`src/charge_switch_pkg.sv`:
```
package charge_switch_pkg;

  localparam int clk_hz = 100_000_000;
  localparam int pwm_hz = 125;
  localparam int pwm_period_cycles = clk_hz / pwm_hz;
  localparam int relay_gap_s = 30;
  localparam longint relay_gap_cycles = longint'(relay_gap_s) * clk_hz;
  localparam int slow_gap_ms = 250;
  localparam int slow_gap_cycles = (slow_gap_ms * (clk_hz / 1000));

  localparam logic [11:0] addr_ctrl = 12'h000;
  localparam logic [11:0] addr_setpoint = 12'h004;
  localparam logic [11:0] addr_measure = 12'h008;
  localparam logic [11:0] addr_status = 12'h00C;

  localparam int ctrl_sense_lsb = 0;
  localparam int ctrl_load_lsb = 2;
  localparam int ctrl_aux_lsb = 6;
  localparam int ctrl_mode_lsb = 10;
  localparam int ctrl_program_level_lsb = 12;
  localparam int ctrl_float_bit = 15;

  localparam logic [1:0] sense_select_rst = 2'h0;
  localparam logic [3:0] load_function_rst = 4'h1;
  localparam logic [3:0] aux_function_rst = 4'h2;
  localparam logic [1:0] mode_rst = 2'h3;
  localparam logic [2:0] program_level_rst = 3'h0;
  localparam logic [2:0] program_level_full = 3'h4;

  localparam logic [1:0] sense_negative = 2'h0;
  localparam logic [1:0] sense_second_battery = 2'h1;
  localparam logic [1:0] sense_external = 2'h2;

  localparam logic [3:0] fn_second_on = 4'h6;
  localparam logic [3:0] fn_second_off = 4'h7;
  localparam logic [3:0] fn_diversion = 4'hA;
  localparam logic [3:0] fn_diversion_inv = 4'hB;

  localparam logic [1:0] pwm_none = 2'h0;
  localparam logic [1:0] pwm_solar = 2'h1;
  localparam logic [1:0] pwm_load = 2'h2;
  localparam logic [1:0] pwm_both = 2'h3;

  localparam logic [1:0] resp_okay = 2'h0;
  localparam logic [1:0] resp_slverr = 2'h2;

  typedef struct packed {
    logic [11:0] second_battery_setpoint;
    logic [11:0] float_voltage_setpoint;
    logic [7:0] switching_hysteresis;
  } setpoint_type;

  typedef struct packed {
    logic [11:0] battery_voltage;
    logic [11:0] external_sense_voltage;
  } measure_type;

endpackage : charge_switch_pkg

```
`src/charge_switch_ctrl.sv`:
```
module charge_switch_ctrl
  import charge_switch_pkg::*;
#(
  parameter longint relay_gap = relay_gap_cycles,
  parameter int slow_gap = slow_gap_cycles
)
(
  input wire logic ref_clk,
  input wire logic rstn,
  input wire logic [11:0] awaddr,
  input wire logic awvalid,
  output logic awready,
  input wire logic [31:0] wdata,
  input wire logic [3:0] wstrb,
  input wire logic wvalid,
  output logic wready,
  output logic [1:0] bresp,
  output logic bvalid,
  input wire logic bready,
  input wire logic [11:0] araddr,
  input wire logic arvalid,
  output logic arready,
  output logic [31:0] rdata,
  output logic [1:0] rresp,
  output logic rvalid,
  input wire logic rready,
  input wire logic sense_closed_pin,
  output logic solar_negative_switch,
  output logic load_terminal,
  output logic aux_terminal,
  output logic push_button
);
  import charge_switch_pkg::*;

  function automatic logic terminal_drive(input logic [3:0] fn, input logic charge2, input logic reg_on);
    case (fn)
      fn_second_on: terminal_drive = charge2;
      fn_second_off: terminal_drive = !charge2;
      fn_diversion: terminal_drive = reg_on;
      fn_diversion_inv: terminal_drive = !reg_on;
      default: terminal_drive = 1'b0;
    endcase
  endfunction : terminal_drive

  logic [1:0] sense_input_select;
  logic [3:0] load_terminal_function;
  logic [3:0] aux_terminal_function;
  logic [1:0] pwm_mode;
  logic [2:0] program_level;
  logic float_state;
  setpoint_type setpoints;
  measure_type measures;
  logic [11:0] second_battery_voltage;

  logic have_aw, have_w;
  logic [11:0] aw_addr_q;
  logic [31:0] w_data_q;
  logic [3:0] w_strb_q;

  logic [31:0] relay_timer;
  logic [31:0] slow_timer;
  logic [19:0] pwm_count;
  logic [19:0] duty;
  logic charge2;
  logic slow_on;
  logic pwm_on;
  logic sense_meta, sense_sync;

  logic [12:0] relay_drop;
  logic [12:0] slow_off_level;
  logic [12:0] err;
  logic want_charge2;
  logic write_fire;
  logic load_pwm_ok;
  logic solar_pwm_ok;

  assign write_fire = have_aw && have_w && !bvalid;
  assign relay_drop = {1'b0, setpoints.float_voltage_setpoint} - {5'h00, setpoints.switching_hysteresis};
  assign slow_off_level = {1'b0, setpoints.float_voltage_setpoint} - {5'h00, setpoints.switching_hysteresis};
  // only a sense input on selection 1 yields a valid second battery reading
  assign want_charge2 = float_state && (sense_input_select == sense_second_battery)
    && (second_battery_voltage < setpoints.second_battery_setpoint)
    && !({1'b0, measures.battery_voltage} < relay_drop);
  assign solar_pwm_ok = (pwm_mode == pwm_solar) || (pwm_mode == pwm_both);
  assign load_pwm_ok = ((pwm_mode == pwm_load) || (pwm_mode == pwm_both))
    && (load_terminal_function == fn_diversion);
  assign err = {1'b0, setpoints.float_voltage_setpoint} - {1'b0, measures.battery_voltage};

  // AXI4-Lite write address and data capture, either order
  always_ff @(posedge ref_clk or negedge rstn)
  begin
    if (!rstn)
    begin
      have_aw <= 1'b0;
      have_w <= 1'b0;
      aw_addr_q <= 12'h000;
      w_data_q <= 32'h0000_0000;
      w_strb_q <= 4'h0;
    end
    else
    begin
      if (awvalid && awready)
      begin
        have_aw <= 1'b1;
        aw_addr_q <= awaddr;
      end
      else if (write_fire)
        have_aw <= 1'b0;
      if (wvalid && wready)
      begin
        have_w <= 1'b1;
        w_data_q <= wdata;
        w_strb_q <= wstrb;
      end
      else if (write_fire)
        have_w <= 1'b0;
    end
  end

  always_ff @(posedge ref_clk or negedge rstn)
  begin
    if (!rstn)
    begin
      awready <= 1'b0;
      wready <= 1'b0;
    end
    else
    begin
      awready <= !have_aw && !(awvalid && awready) && !bvalid;
      wready <= !have_w && !(wvalid && wready) && !bvalid;
    end
  end

  always_ff @(posedge ref_clk or negedge rstn)
  begin
    if (!rstn)
    begin
      bvalid <= 1'b0;
      bresp <= resp_okay;
    end
    else if (write_fire)
    begin
      bvalid <= 1'b1;
      bresp <= (aw_addr_q == addr_ctrl || aw_addr_q == addr_setpoint || aw_addr_q == addr_measure)
        ? resp_okay : resp_slverr;
    end
    else if (bready)
      bvalid <= 1'b0;
  end

  // control register: terminal functions locked unless at full program level
  always_ff @(posedge ref_clk or negedge rstn)
  begin
    if (!rstn)
    begin
      sense_input_select <= sense_select_rst;
      load_terminal_function <= load_function_rst;
      aux_terminal_function <= aux_function_rst;
      pwm_mode <= mode_rst;
      program_level <= program_level_rst;
      float_state <= 1'b0;
    end
    else if (write_fire && aw_addr_q == addr_ctrl)
    begin
      if (w_strb_q[1])
      begin
        program_level <= w_data_q[ctrl_program_level_lsb +: 3];
        float_state <= w_data_q[ctrl_float_bit];
      end
      if (program_level == program_level_full)
      begin
        if (w_strb_q[0])
        begin
          if (w_data_q[ctrl_sense_lsb +: 2] <= sense_external)
            sense_input_select <= w_data_q[ctrl_sense_lsb +: 2];
          load_terminal_function <= {w_data_q[ctrl_load_lsb +: 4]};
        end
        if (w_strb_q[1])
        begin
          aux_terminal_function <= w_data_q[ctrl_aux_lsb +: 4];
          pwm_mode <= w_data_q[ctrl_mode_lsb +: 2];
        end
      end
    end
  end

  always_ff @(posedge ref_clk or negedge rstn)
  begin
    if (!rstn)
    begin
      setpoints <= '0;
      measures <= '0;
    end
    else if (write_fire && aw_addr_q == addr_setpoint)
      setpoints <= w_data_q;
    else if (write_fire && aw_addr_q == addr_measure)
      measures <= w_data_q[23:0];
  end

  assign second_battery_voltage = measures.external_sense_voltage;

  always_ff @(posedge ref_clk or negedge rstn)
  begin
    if (!rstn)
    begin
      arready <= 1'b0;
      rvalid <= 1'b0;
      rdata <= 32'h0000_0000;
      rresp <= resp_okay;
    end
    else
    begin
      arready <= !rvalid && !(arvalid && arready);
      if (arvalid && arready)
      begin
        rvalid <= 1'b1;
        rresp <= resp_okay;
        case (araddr)
          addr_ctrl: rdata <= {16'h0000, float_state, program_level, pwm_mode,
            aux_terminal_function, load_terminal_function, sense_input_select};
          addr_setpoint: rdata <= setpoints;
          addr_measure: rdata <= {8'h00, measures};
          addr_status: rdata <= {27'h0000000, push_button, pwm_on, slow_on, charge2, solar_negative_switch};
          default:
          begin
            rdata <= 32'h0000_0000;
            rresp <= resp_slverr;
          end
        endcase
      end
      else if (rready)
        rvalid <= 1'b0;
    end
  end

  // push-button closure drives the sense input high
  always_ff @(posedge ref_clk or negedge rstn)
  begin
    if (!rstn)
    begin
      sense_meta <= 1'b0;
      sense_sync <= 1'b0;
    end
    else
    begin
      sense_meta <= sense_closed_pin;
      sense_sync <= sense_meta;
    end
  end

  always_ff @(posedge ref_clk or negedge rstn)
  begin
    if (!rstn)
      push_button <= 1'b0;
    else
      push_button <= sense_sync && (sense_input_select == sense_external);
  end

  // second battery relay decision with minimum spacing
  always_ff @(posedge ref_clk or negedge rstn)
  begin
    if (!rstn)
    begin
      charge2 <= 1'b0;
      relay_timer <= 32'h0000_0000;
    end
    else if (relay_timer != 32'h0000_0000)
      relay_timer <= relay_timer - 32'h0000_0001;
    else if (want_charge2 != charge2)
    begin
      charge2 <= want_charge2;
      relay_timer <= 32'(relay_gap - 1);
    end
  end

  // slow on/off switching with hysteresis and minimum spacing
  always_ff @(posedge ref_clk or negedge rstn)
  begin
    if (!rstn)
    begin
      slow_on <= 1'b1;
      slow_timer <= 32'h0000_0000;
    end
    else if (slow_timer != 32'h0000_0000)
      slow_timer <= slow_timer - 32'h0000_0001;
    else if (slow_on && measures.battery_voltage >= setpoints.float_voltage_setpoint)
    begin
      slow_on <= 1'b0;
      slow_timer <= 32'(slow_gap - 1);
    end
    else if (!slow_on && {1'b0, measures.battery_voltage} < slow_off_level)
    begin
      slow_on <= 1'b1;
      slow_timer <= 32'(slow_gap - 1);
    end
  end

  // fixed-frequency PWM, duty latched at period start
  always_ff @(posedge ref_clk or negedge rstn)
  begin
    if (!rstn)
    begin
      pwm_count <= 20'h00000;
      duty <= 20'h00000;
      pwm_on <= 1'b0;
    end
    else
    begin
      if (pwm_count == 20'(pwm_period_cycles - 1))
      begin
        pwm_count <= 20'h00000;
        if (err[12])
          duty <= 20'h00000;
        else if ({7'h00, err} * 20'd256 >= 20'(pwm_period_cycles))
          duty <= 20'(pwm_period_cycles);
        else
          duty <= {7'h00, err} * 20'd256;
      end
      else
        pwm_count <= pwm_count + 20'h00001;
      pwm_on <= pwm_count < duty;
    end
  end

  always_ff @(posedge ref_clk or negedge rstn)
  begin
    if (!rstn)
    begin
      solar_negative_switch <= 1'b0;
      load_terminal <= 1'b0;
      aux_terminal <= 1'b0;
    end
    else
    begin
      solar_negative_switch <= solar_pwm_ok ? pwm_on : slow_on;
      load_terminal <= terminal_drive(load_terminal_function, charge2, load_pwm_ok ? !pwm_on : !slow_on);
      aux_terminal <= terminal_drive(aux_terminal_function, charge2, !slow_on);
    end
  end

endmodule : charge_switch_ctrl

```
`config.mk`:
```
export PLATFORM = sky130hd
export DESIGN_NAME = charge_switch_ctrl
export DESIGN_NICKNAME = d
export VERILOG_FILES = /design/src/charge_switch_pkg.sv /design/src/charge_switch_ctrl.sv
export SDC_FILE = /design/constraint.sdc
export NUM_CORES = 1
export LEC_CHECK = 0
export ABC_AREA = 1
export BUFFER_PORTS_ARGS = -buffer_cell sky130_fd_sc_hd__buf_2
export CAP_MARGIN = 5
export CORE_AREA = 2 2 270 218
export DETAILED_ROUTE_END_ITERATION = 16
export DIE_AREA = 0 0 272 220
export GPL_TIMING_DRIVEN = 0
export SYNTH_ARGS = -nofsm -noshare
export SYNTH_HDL_FRONTEND = slang
export SYNTH_SLANG_ARGS = --single-unit
export TNS_END_PERCENT = 10
```
`constraint.sdc`:
```
create_clock -name ref_clk -period 4.1 [get_ports ref_clk]
set_input_delay 0.41 -clock ref_clk [delete_from_list [all_inputs] [get_ports ref_clk]]
set_output_delay 0.41 -clock ref_clk [all_outputs]
set_load 0.005 [all_outputs]
```
==> results of run 1 <==
registers in the layout, indices dropped and copies added (netlist names), 2 cells and up:
name	cells
slow_timer	32
sense_input_select	2
w_data_q	32
w_strb_q	2
relay_timer	32
pwm_mode	2
aux_terminal_function	4
second_battery_voltage	12
aw_addr_q	12
pwm_count	20
load_terminal_function	4
setpoints	32
measures	12
duty	12
program_level	3
rdata	32
area by class of cell:
cell class              instances  area, µm²  share of cell area (%)
well taps                     769        962                    5.78
clock buffers                  35        744                    4.47
multi-input cells            1222       6380                    38.3
clock inverters                11        139                   0.834
repair buffers                113        636                    3.82
inverters                     243        912                    5.48
flip-flops and latches        264       6610                    39.7
plain buffers                  45        258                    1.55
worst register-to-register path, delay by kind of cell (launching register included):
kind / cells / cell delay [ns]
buf+inv: 3 / 0.29
compound gates: 3 / 0.37
flops: 1 / 0.46
fa+ha+maj: 3 / 0.96
simple gates: 9 / 1.09
xor+xnor: 1 / 0.14
metrics by stage:
step	instances	cell area (µm²)	utilization, %	power [mW]	setup WS [ns]
floorplan	1774	14200	-	4.09	1.32
global placement	2651	15700	27.3	4.49	-2.22
detailed placement	2653	15700	27.4	4.54	0.840
CTS	2702	16600	29.0	7.05	0.793
global route	2702	16600	29.0	7.38	0.511
finish	2702	16600	29.0	6.97	0.705
power by group:
group	internal (mW)	switching, mW
Combinational	0.435	0.867
Clock	1.41	1.06
Sequential	2.99	0.210
Total	4.83	2.14
placed cells by master, fill, tap and decap left out, types with 3 or more instances in the layout:
master and instances:
xnor2_1 29, o31ai_1 8, clkinv_2 5, o22ai_1 17, or2_1 4, dfstp_2 5
clkbuf_8 6, clkbuf_16 26, nor2_1 215, nor4_1 12, o21ai_0 115, nor2_2 9
clkbuf_1 24, or2_2 7, nor3_2 5, buf_1 3, inv_2 6, o21ai_1 9
xor2_1 40, nand3_1 93, buf_4 5, a31oi_1 4, a21boi_0 5, dfrtp_1 259
buf_6 8, a21oi_1 107, o211ai_1 3, mux2_2 4, ha_1 58, dlygate4sd3_1 3
nor2_4 3, nand4_1 24, nand2_2 4, nand2_1 398, buf_2 115, inv_1 236
nor3_1 21
cells by family (layout without fill, tap and decap cells):
kind of cell	count (synthesis)	count (layout)	share of synthesized area, %
AO/OA/AOI/OAI	279	279	10.6
buffers and inverters	288	447	8.26
AND/OR/NAND/NOR	807	807	24.4
XOR/XNOR	69	69	4.27
adder cells (fa/ha/maj)	60	60	5.41
other	1	2	0.0265
multiplexers	5	5	0.389
flip-flops	264	264	46.7
worst paths after layout:
| path | start | end | slack, ns | cells past startpoint |
|---|---|---|---|---|
| setup / recovery | setpoints[0] | slow_timer[11] | 0.70 | 19 |
| hold / removal | bready | bvalid | 0.04 | 2 |
| setup reg to reg | setpoints[0] | slow_timer[11] | 0.70 | 19 |
| hold reg to reg | sense_meta | sense_sync | 0.36 | 0 |
| max in group asynchronous | rstn | aw_addr_q[9] | 2.38 | 4 |
| min in group asynchronous | rstn | pwm_count[6] | 0.30 | 2 |
metal layers:
layer / routed length, µm / vias up
met4: 513 / 0
met5: 0 / -
met3: 2340 / 39
met1: 19700 / 5781
li1: - / 5981
met2: 17000 / 284
==> results.toml, run 1 <==
[drt]
finalWirelength_mm = 39.5
drc_errors = 0
routed_via_density = 4.47
detailedRoute.firstIterationViolations = 932
detailedRoute.firstPassIterationCount = 5
route.vias.total = 12085
antenna_left = 0
wl_per_cell_um = 14.6

[sta]
setup_total_negative_slack_ns = 0
max_clock_skew_ns = 0.0295
setup_viol_count_final = 0
worstMarginPinSlew_ns = 0.674
fmaxAchievable_ghz = 0.295
report.final.hold_viol_count = 0
holdWs_ns = 0.0425
period_needed_ns = 3.40
slew_headroom_pct = 55.1
final_period_utilization_pct = 82.8
timing_max_transition_violations_final = 0
grt_setup_unrepaired = "false"

[place]
hpwl_mm = 31.0
routability_cong = 0.911
io_buffers = 108

[status]
status = "complete, no violations"

[clock_network]
cts-hold-fix-buffers = 3
cts_tree = "done"
clock_sink_count = 264
post_cts.repair.setup_buffers = 0
post_cts.resized_instances = 0
cts_max_level = 1
cts.reportedPaths.clkPinSlew_ns = 0.07
cts_made_buffers = 26
cts.path.max_buffers = 3
clk_latency_ns = 0.57
root_buffer_cell = "clkbuf_16"

[setup_path]
critPathBufInv = 3
required_time_at_the_worst_slack_endpoint_ns = 4.59
worst_path_dominant_cell_family = "simple AND/OR/NAND/NOR gates"
worstSetupPathType = "flip-flop to flip-flop"
startpoint_type = "flip-flop"
crit_arrival_ns = 3.88
worstPathCellList = "ha_1 > fa_1 > inv_1 > nand3_1 > nand2_1 > nand2_1 > nand3_1 > nor2_1 > xor2_1 > ha_1 > a21o_1 > a21oi_1 > nand2_1 > nand2_1 > nand3_1 > nand3_4 > buf_6 > o21ai_0 > inv_1"
cpMaxStageDelayCell = "dfrtp_1"
cpMostUsedCell = "nand2_1"
critical_path_peak_fanout = 10
setup.worst_path.end_class = "flip-flop"
critical-path-max-stage-delay_ns = 0.46

[grt]
grt_pass1_wl_mm = 63.7
global_route.usage.met3_pct = 2.22
grt_antenna_before_repair = 0
globalRouteMet2Util_pct = 20.3
grtUsageTotal_pct = 13.2
grt.busiest_layer = "met2"
grt_start_max_net_pins = 122
grt_overflow_total = 0
vias_in_the_first_global_route = 11761
grt.met1_usage_pct = 19.5

[synth]
most_frequently_used_flop_master_after_synthesis = "dfrtp_1"
syn_area_per_cell_um2 = 7.99
synth_area_leaders = "dfrtp_1, nand2_1, inv_1"
synth.top_cell.area_share_pct = 45.8
post_synth_instance_area_um2 = 14200
synth-seq-cells = 264
cell_type_with_the_largest_total_area_after_synthesis = "dfrtp_1"
synth_enable_flop_cells = 0
yosys-top-cells-count = "nand2_1, dfrtp_1, inv_1"
synth_sequential_area_ratio_pct = 46.7
synthArstFlopShare_pct = 100
ys_types = 54
post-synth-top-count-cell = "nand2_1"
number_of_warnings_reported_in_the_yosys_synthesis_log = 0
synthesized_netlist_cell_count = 1773

[floorplanning]
num_rows = 79
floorplan.initialDensity_pct = 24.7
fp.dieH_um = 220
floorplan.io_pins = 113
die_area_um2 = 59800
die_w_um = 272
core_area_um2 = 57400

[min_path]
hold_path_class = "primary input to flip-flop"

[cells_and_area]
nets = 2043
diodes = 0
drive_gt1_share_pct = 11.6
layout-area-overhead-vs-synth_pct = 17.5
fillerInstances = 6133

[run]
maxCapViolations = 0

[power_and_ir_drop]
leakagePower_nw = 8.51
powerDensity_nw_per_um2 = 418
power.ir.vdd_worst_uv = 404
No activity file was read; power rests on OpenSTA's default activity.
==> inputs of run 2 (changes only) <==
==> constraint.sdc (replaced) <==
create_clock -name ref_clk -period 3.25 [get_ports ref_clk]
set_input_delay 0.325 -clock ref_clk [delete_from_list [all_inputs] [get_ports ref_clk]]
set_output_delay 0.325 -clock ref_clk [all_outputs]
set_load 0.005 [all_outputs]
==> run 2 against run 1 <==
Effect of this change:
- hold slack got worse by 0.023 ns
- critical path type unchanged
- wire length increased by 1.1%
- die area stayed put
- largest cell class unchanged
- sequential share of layout area is 0.67 points lower
- register-to-register slack lost 0.56 ns
- final cell count increased by 0.85%
- cell area grew 1.8%
- sequential cell count did not move
- total power rose by 29%
==> results.toml, run 2 (synthesis gave the netlist of run 1 again) <==
[grt]
grt_overflow_total = 0
grtUsageTotal_pct = 13.2
grt_pass1_wl_mm = 63.9
grt.busiest_layer = "met2"
globalRouteMet2Util_pct = 20.4
vias_in_the_first_global_route = 11832
grt.met1_usage_pct = 19.5
grt_start_max_net_pins = 122
global_route.usage.met3_pct = 2.18
grt_antenna_before_repair = 0

[setup_path]
crit_end = "slow_timer[11]"
cpMaxStageDelayCell = "dfrtp_2"
required_time_at_the_worst_slack_endpoint_ns = 3.74
rrSetupSlack_ns = 0.15
worstPathCellList = "ha_2 > fa_2 > inv_1 > nand3_1 > nand2_2 > nand2_1 > nand3_2 > nor2_1 > xor2_1 > ha_1 > a21o_1 > a21oi_1 > nand2_1 > nand2_2 > nand3_2 > nand3_4 > buf_6 > o21ai_0 > inv_1"
startpoint_type = "flip-flop"
critical-path-max-stage-delay_ns = 0.45
setup.worst_path.end_class = "flip-flop"
launching_point_of_the_worst_reg2reg_path = "setpoints[0]"
crit_arrival_ns = 3.59
critical_path.startpoint = "setpoints[0]"
worstSetupPathType = "flip-flop to flip-flop"
critPathBufInv = 3
timing.reg2reg.worst_path_depth = 19
critical_path_peak_fanout = 10
worst_r2r_endpoint = "slow_timer[11]"
number_of_cells_on_the_critical_path = 19
worst_path_dominant_cell_family = "adder cells"

[cells_and_area]
postLayoutCellArea_um2 = 16900
final_cell_mix = "nand2_1, dfrtp_1, inv_1, nor2_1"
most_frequent_standard_cell_in_the_layout_excluding_fill_and_tap_cells = "nand2_1"
diodes = 0
layout-area-overhead-vs-synth_pct = 19.6
drive_gt1_share_pct = 13.0
nets = 2066

[sta]
timing_max_transition_violations_final = 0
slew_headroom_pct = 56.3
period_needed_ns = 3.10
report.final.hold_viol_count = 0
max_clock_skew_ns = 0.0311
setup_viol_count_final = 0
worstMarginPinSlew_ns = 0.656
fmaxAchievable_ghz = 0.322
setup_total_negative_slack_ns = 0
final_period_utilization_pct = 95.4

[status]
status = "complete, no violations"

[drt]
antenna_left = 0
detailedRoute.firstPassIterationCount = 5
wl_per_cell_um = 14.7
finalWirelength_mm = 40.0
route.vias.total = 12260
drc_errors = 0
routed_via_density = 4.50
detailedRoute.firstIterationViolations = 959

[clock_network]
cts.path.max_buffers = 3
clock_sink_count = 264
cts.reportedPaths.clkPinSlew_ns = 0.07
cts_tree = "done"
cts_made_buffers = 26
root_buffer_cell = "clkbuf_16"
clk_latency_ns = 0.57
cts_max_level = 1

[power_and_ir_drop]
leakagePower_nw = 8.61
powerDensity_nw_per_um2 = 529
power.ir.vdd_worst_uv = 512

[floorplanning]
num_rows = 79
core_area_um2 = 57400
die_w_um = 272
die_area_um2 = 59800
floorplan.io_pins = 113
fp.dieH_um = 220
floorplan.initialDensity_pct = 24.7

[run]
maxCapViolations = 0

[place]
postPlaceCellArea_um2 = 15700
routability_cong = 0.911
hpwl_mm = 31.0
io_buffers = 108

[min_path]
hold_path_class = "primary input to flip-flop"
[run 2: cell types whose count changed in the layout (fill, tap and decap cells not counted), sizes merged]
cell / change
dlygate4sd3: +16
buf: +7
[run 2: layout make-up]
class,instances,area [µm²]
well taps,769,962
inverters,243,912
clock buffers,35,744
multi-input cells,1222,6460
flip-flops and latches,264,6620
clock inverters,11,139
repair buffers,136,852
fillers,6121,40500
plain buffers,45,258
[run 2: tightest hold or removal path, cell delays in order]
cell and delay (ns):
buf_2 0.09, nor2_1 0.04, a21oi_1 0.10
[run 2: worst min-delay path by stage]
stage	start	endpoint	slack, ns	cells past startpoint
after floorplan	rstn	arready	0.03	0
after global placement	sense_meta	sense_sync	0.34	0
after detailed placement	rstn	pwm_count[6]	0.19	1
after CTS	awaddr[4]	aw_addr_q[4]	0.0002	3
after global routing	wstrb[1]	w_strb_q[1]	0.009	3
final	wdata[12]	w_data_q[12]	0.02	3
[run 2: where the power goes]
| part | internal (mW) | switching [mW] |
|---|---|---|
| clock | 1.77 | 1.34 |
| sequential | 3.78 | 0.269 |
| combinational | 0.621 | 1.19 |
| total | 6.17 | 2.80 |
[run 2: through the flow]
| step | std cells | hold slack, ns | utilization, % | setup WS, ns | total power, mW |
|---|---|---|---|---|---|
| 6_report | 2725 | 0.0195 | 29.5 | 0.149 | 8.97 |
| 5_1_grt | 2725 | 0.00866 | 29.5 | -0.0351 | 9.51 |
| 4_1_cts | 2718 | 0.000236 | 29.3 | 0.0193 | 9.07 |
| 3_5_place_dp | 2653 | 0.194 | 27.4 | -0.00993 | 5.89 |
| 3_3_place_gp | 2651 | 0.340 | 27.3 | -2.99 | 5.82 |
| 2_1_floorplan | 1774 | 0.0294 | - | 0.473 | 5.29 |
[run 2: per-layer routing]
| metal | vias to the layer above | share of wire, % |
|---|---|---|
| li1 | 6037 | - |
| met1 | 5902 | 50 |
| met2 | 280 | 43 |
| met3 | 41 | 5.5 |
| met4 | 0 | 1.4 |
| met5 | - | 0 |
[run 2: timing repair]
| action | CTS | global route |
|---|---|---|
| hold buffers | 19 | 0 |
| hold endpoints to repair | 44 | 0 |
| gates cloned | 0 | 2 |
| buffers inserted | 0 | 5 |
| pin swaps | 0 | 10 |
| resized for setup | 1 | 27 |
| setup endpoints to repair | 9 | 38 |
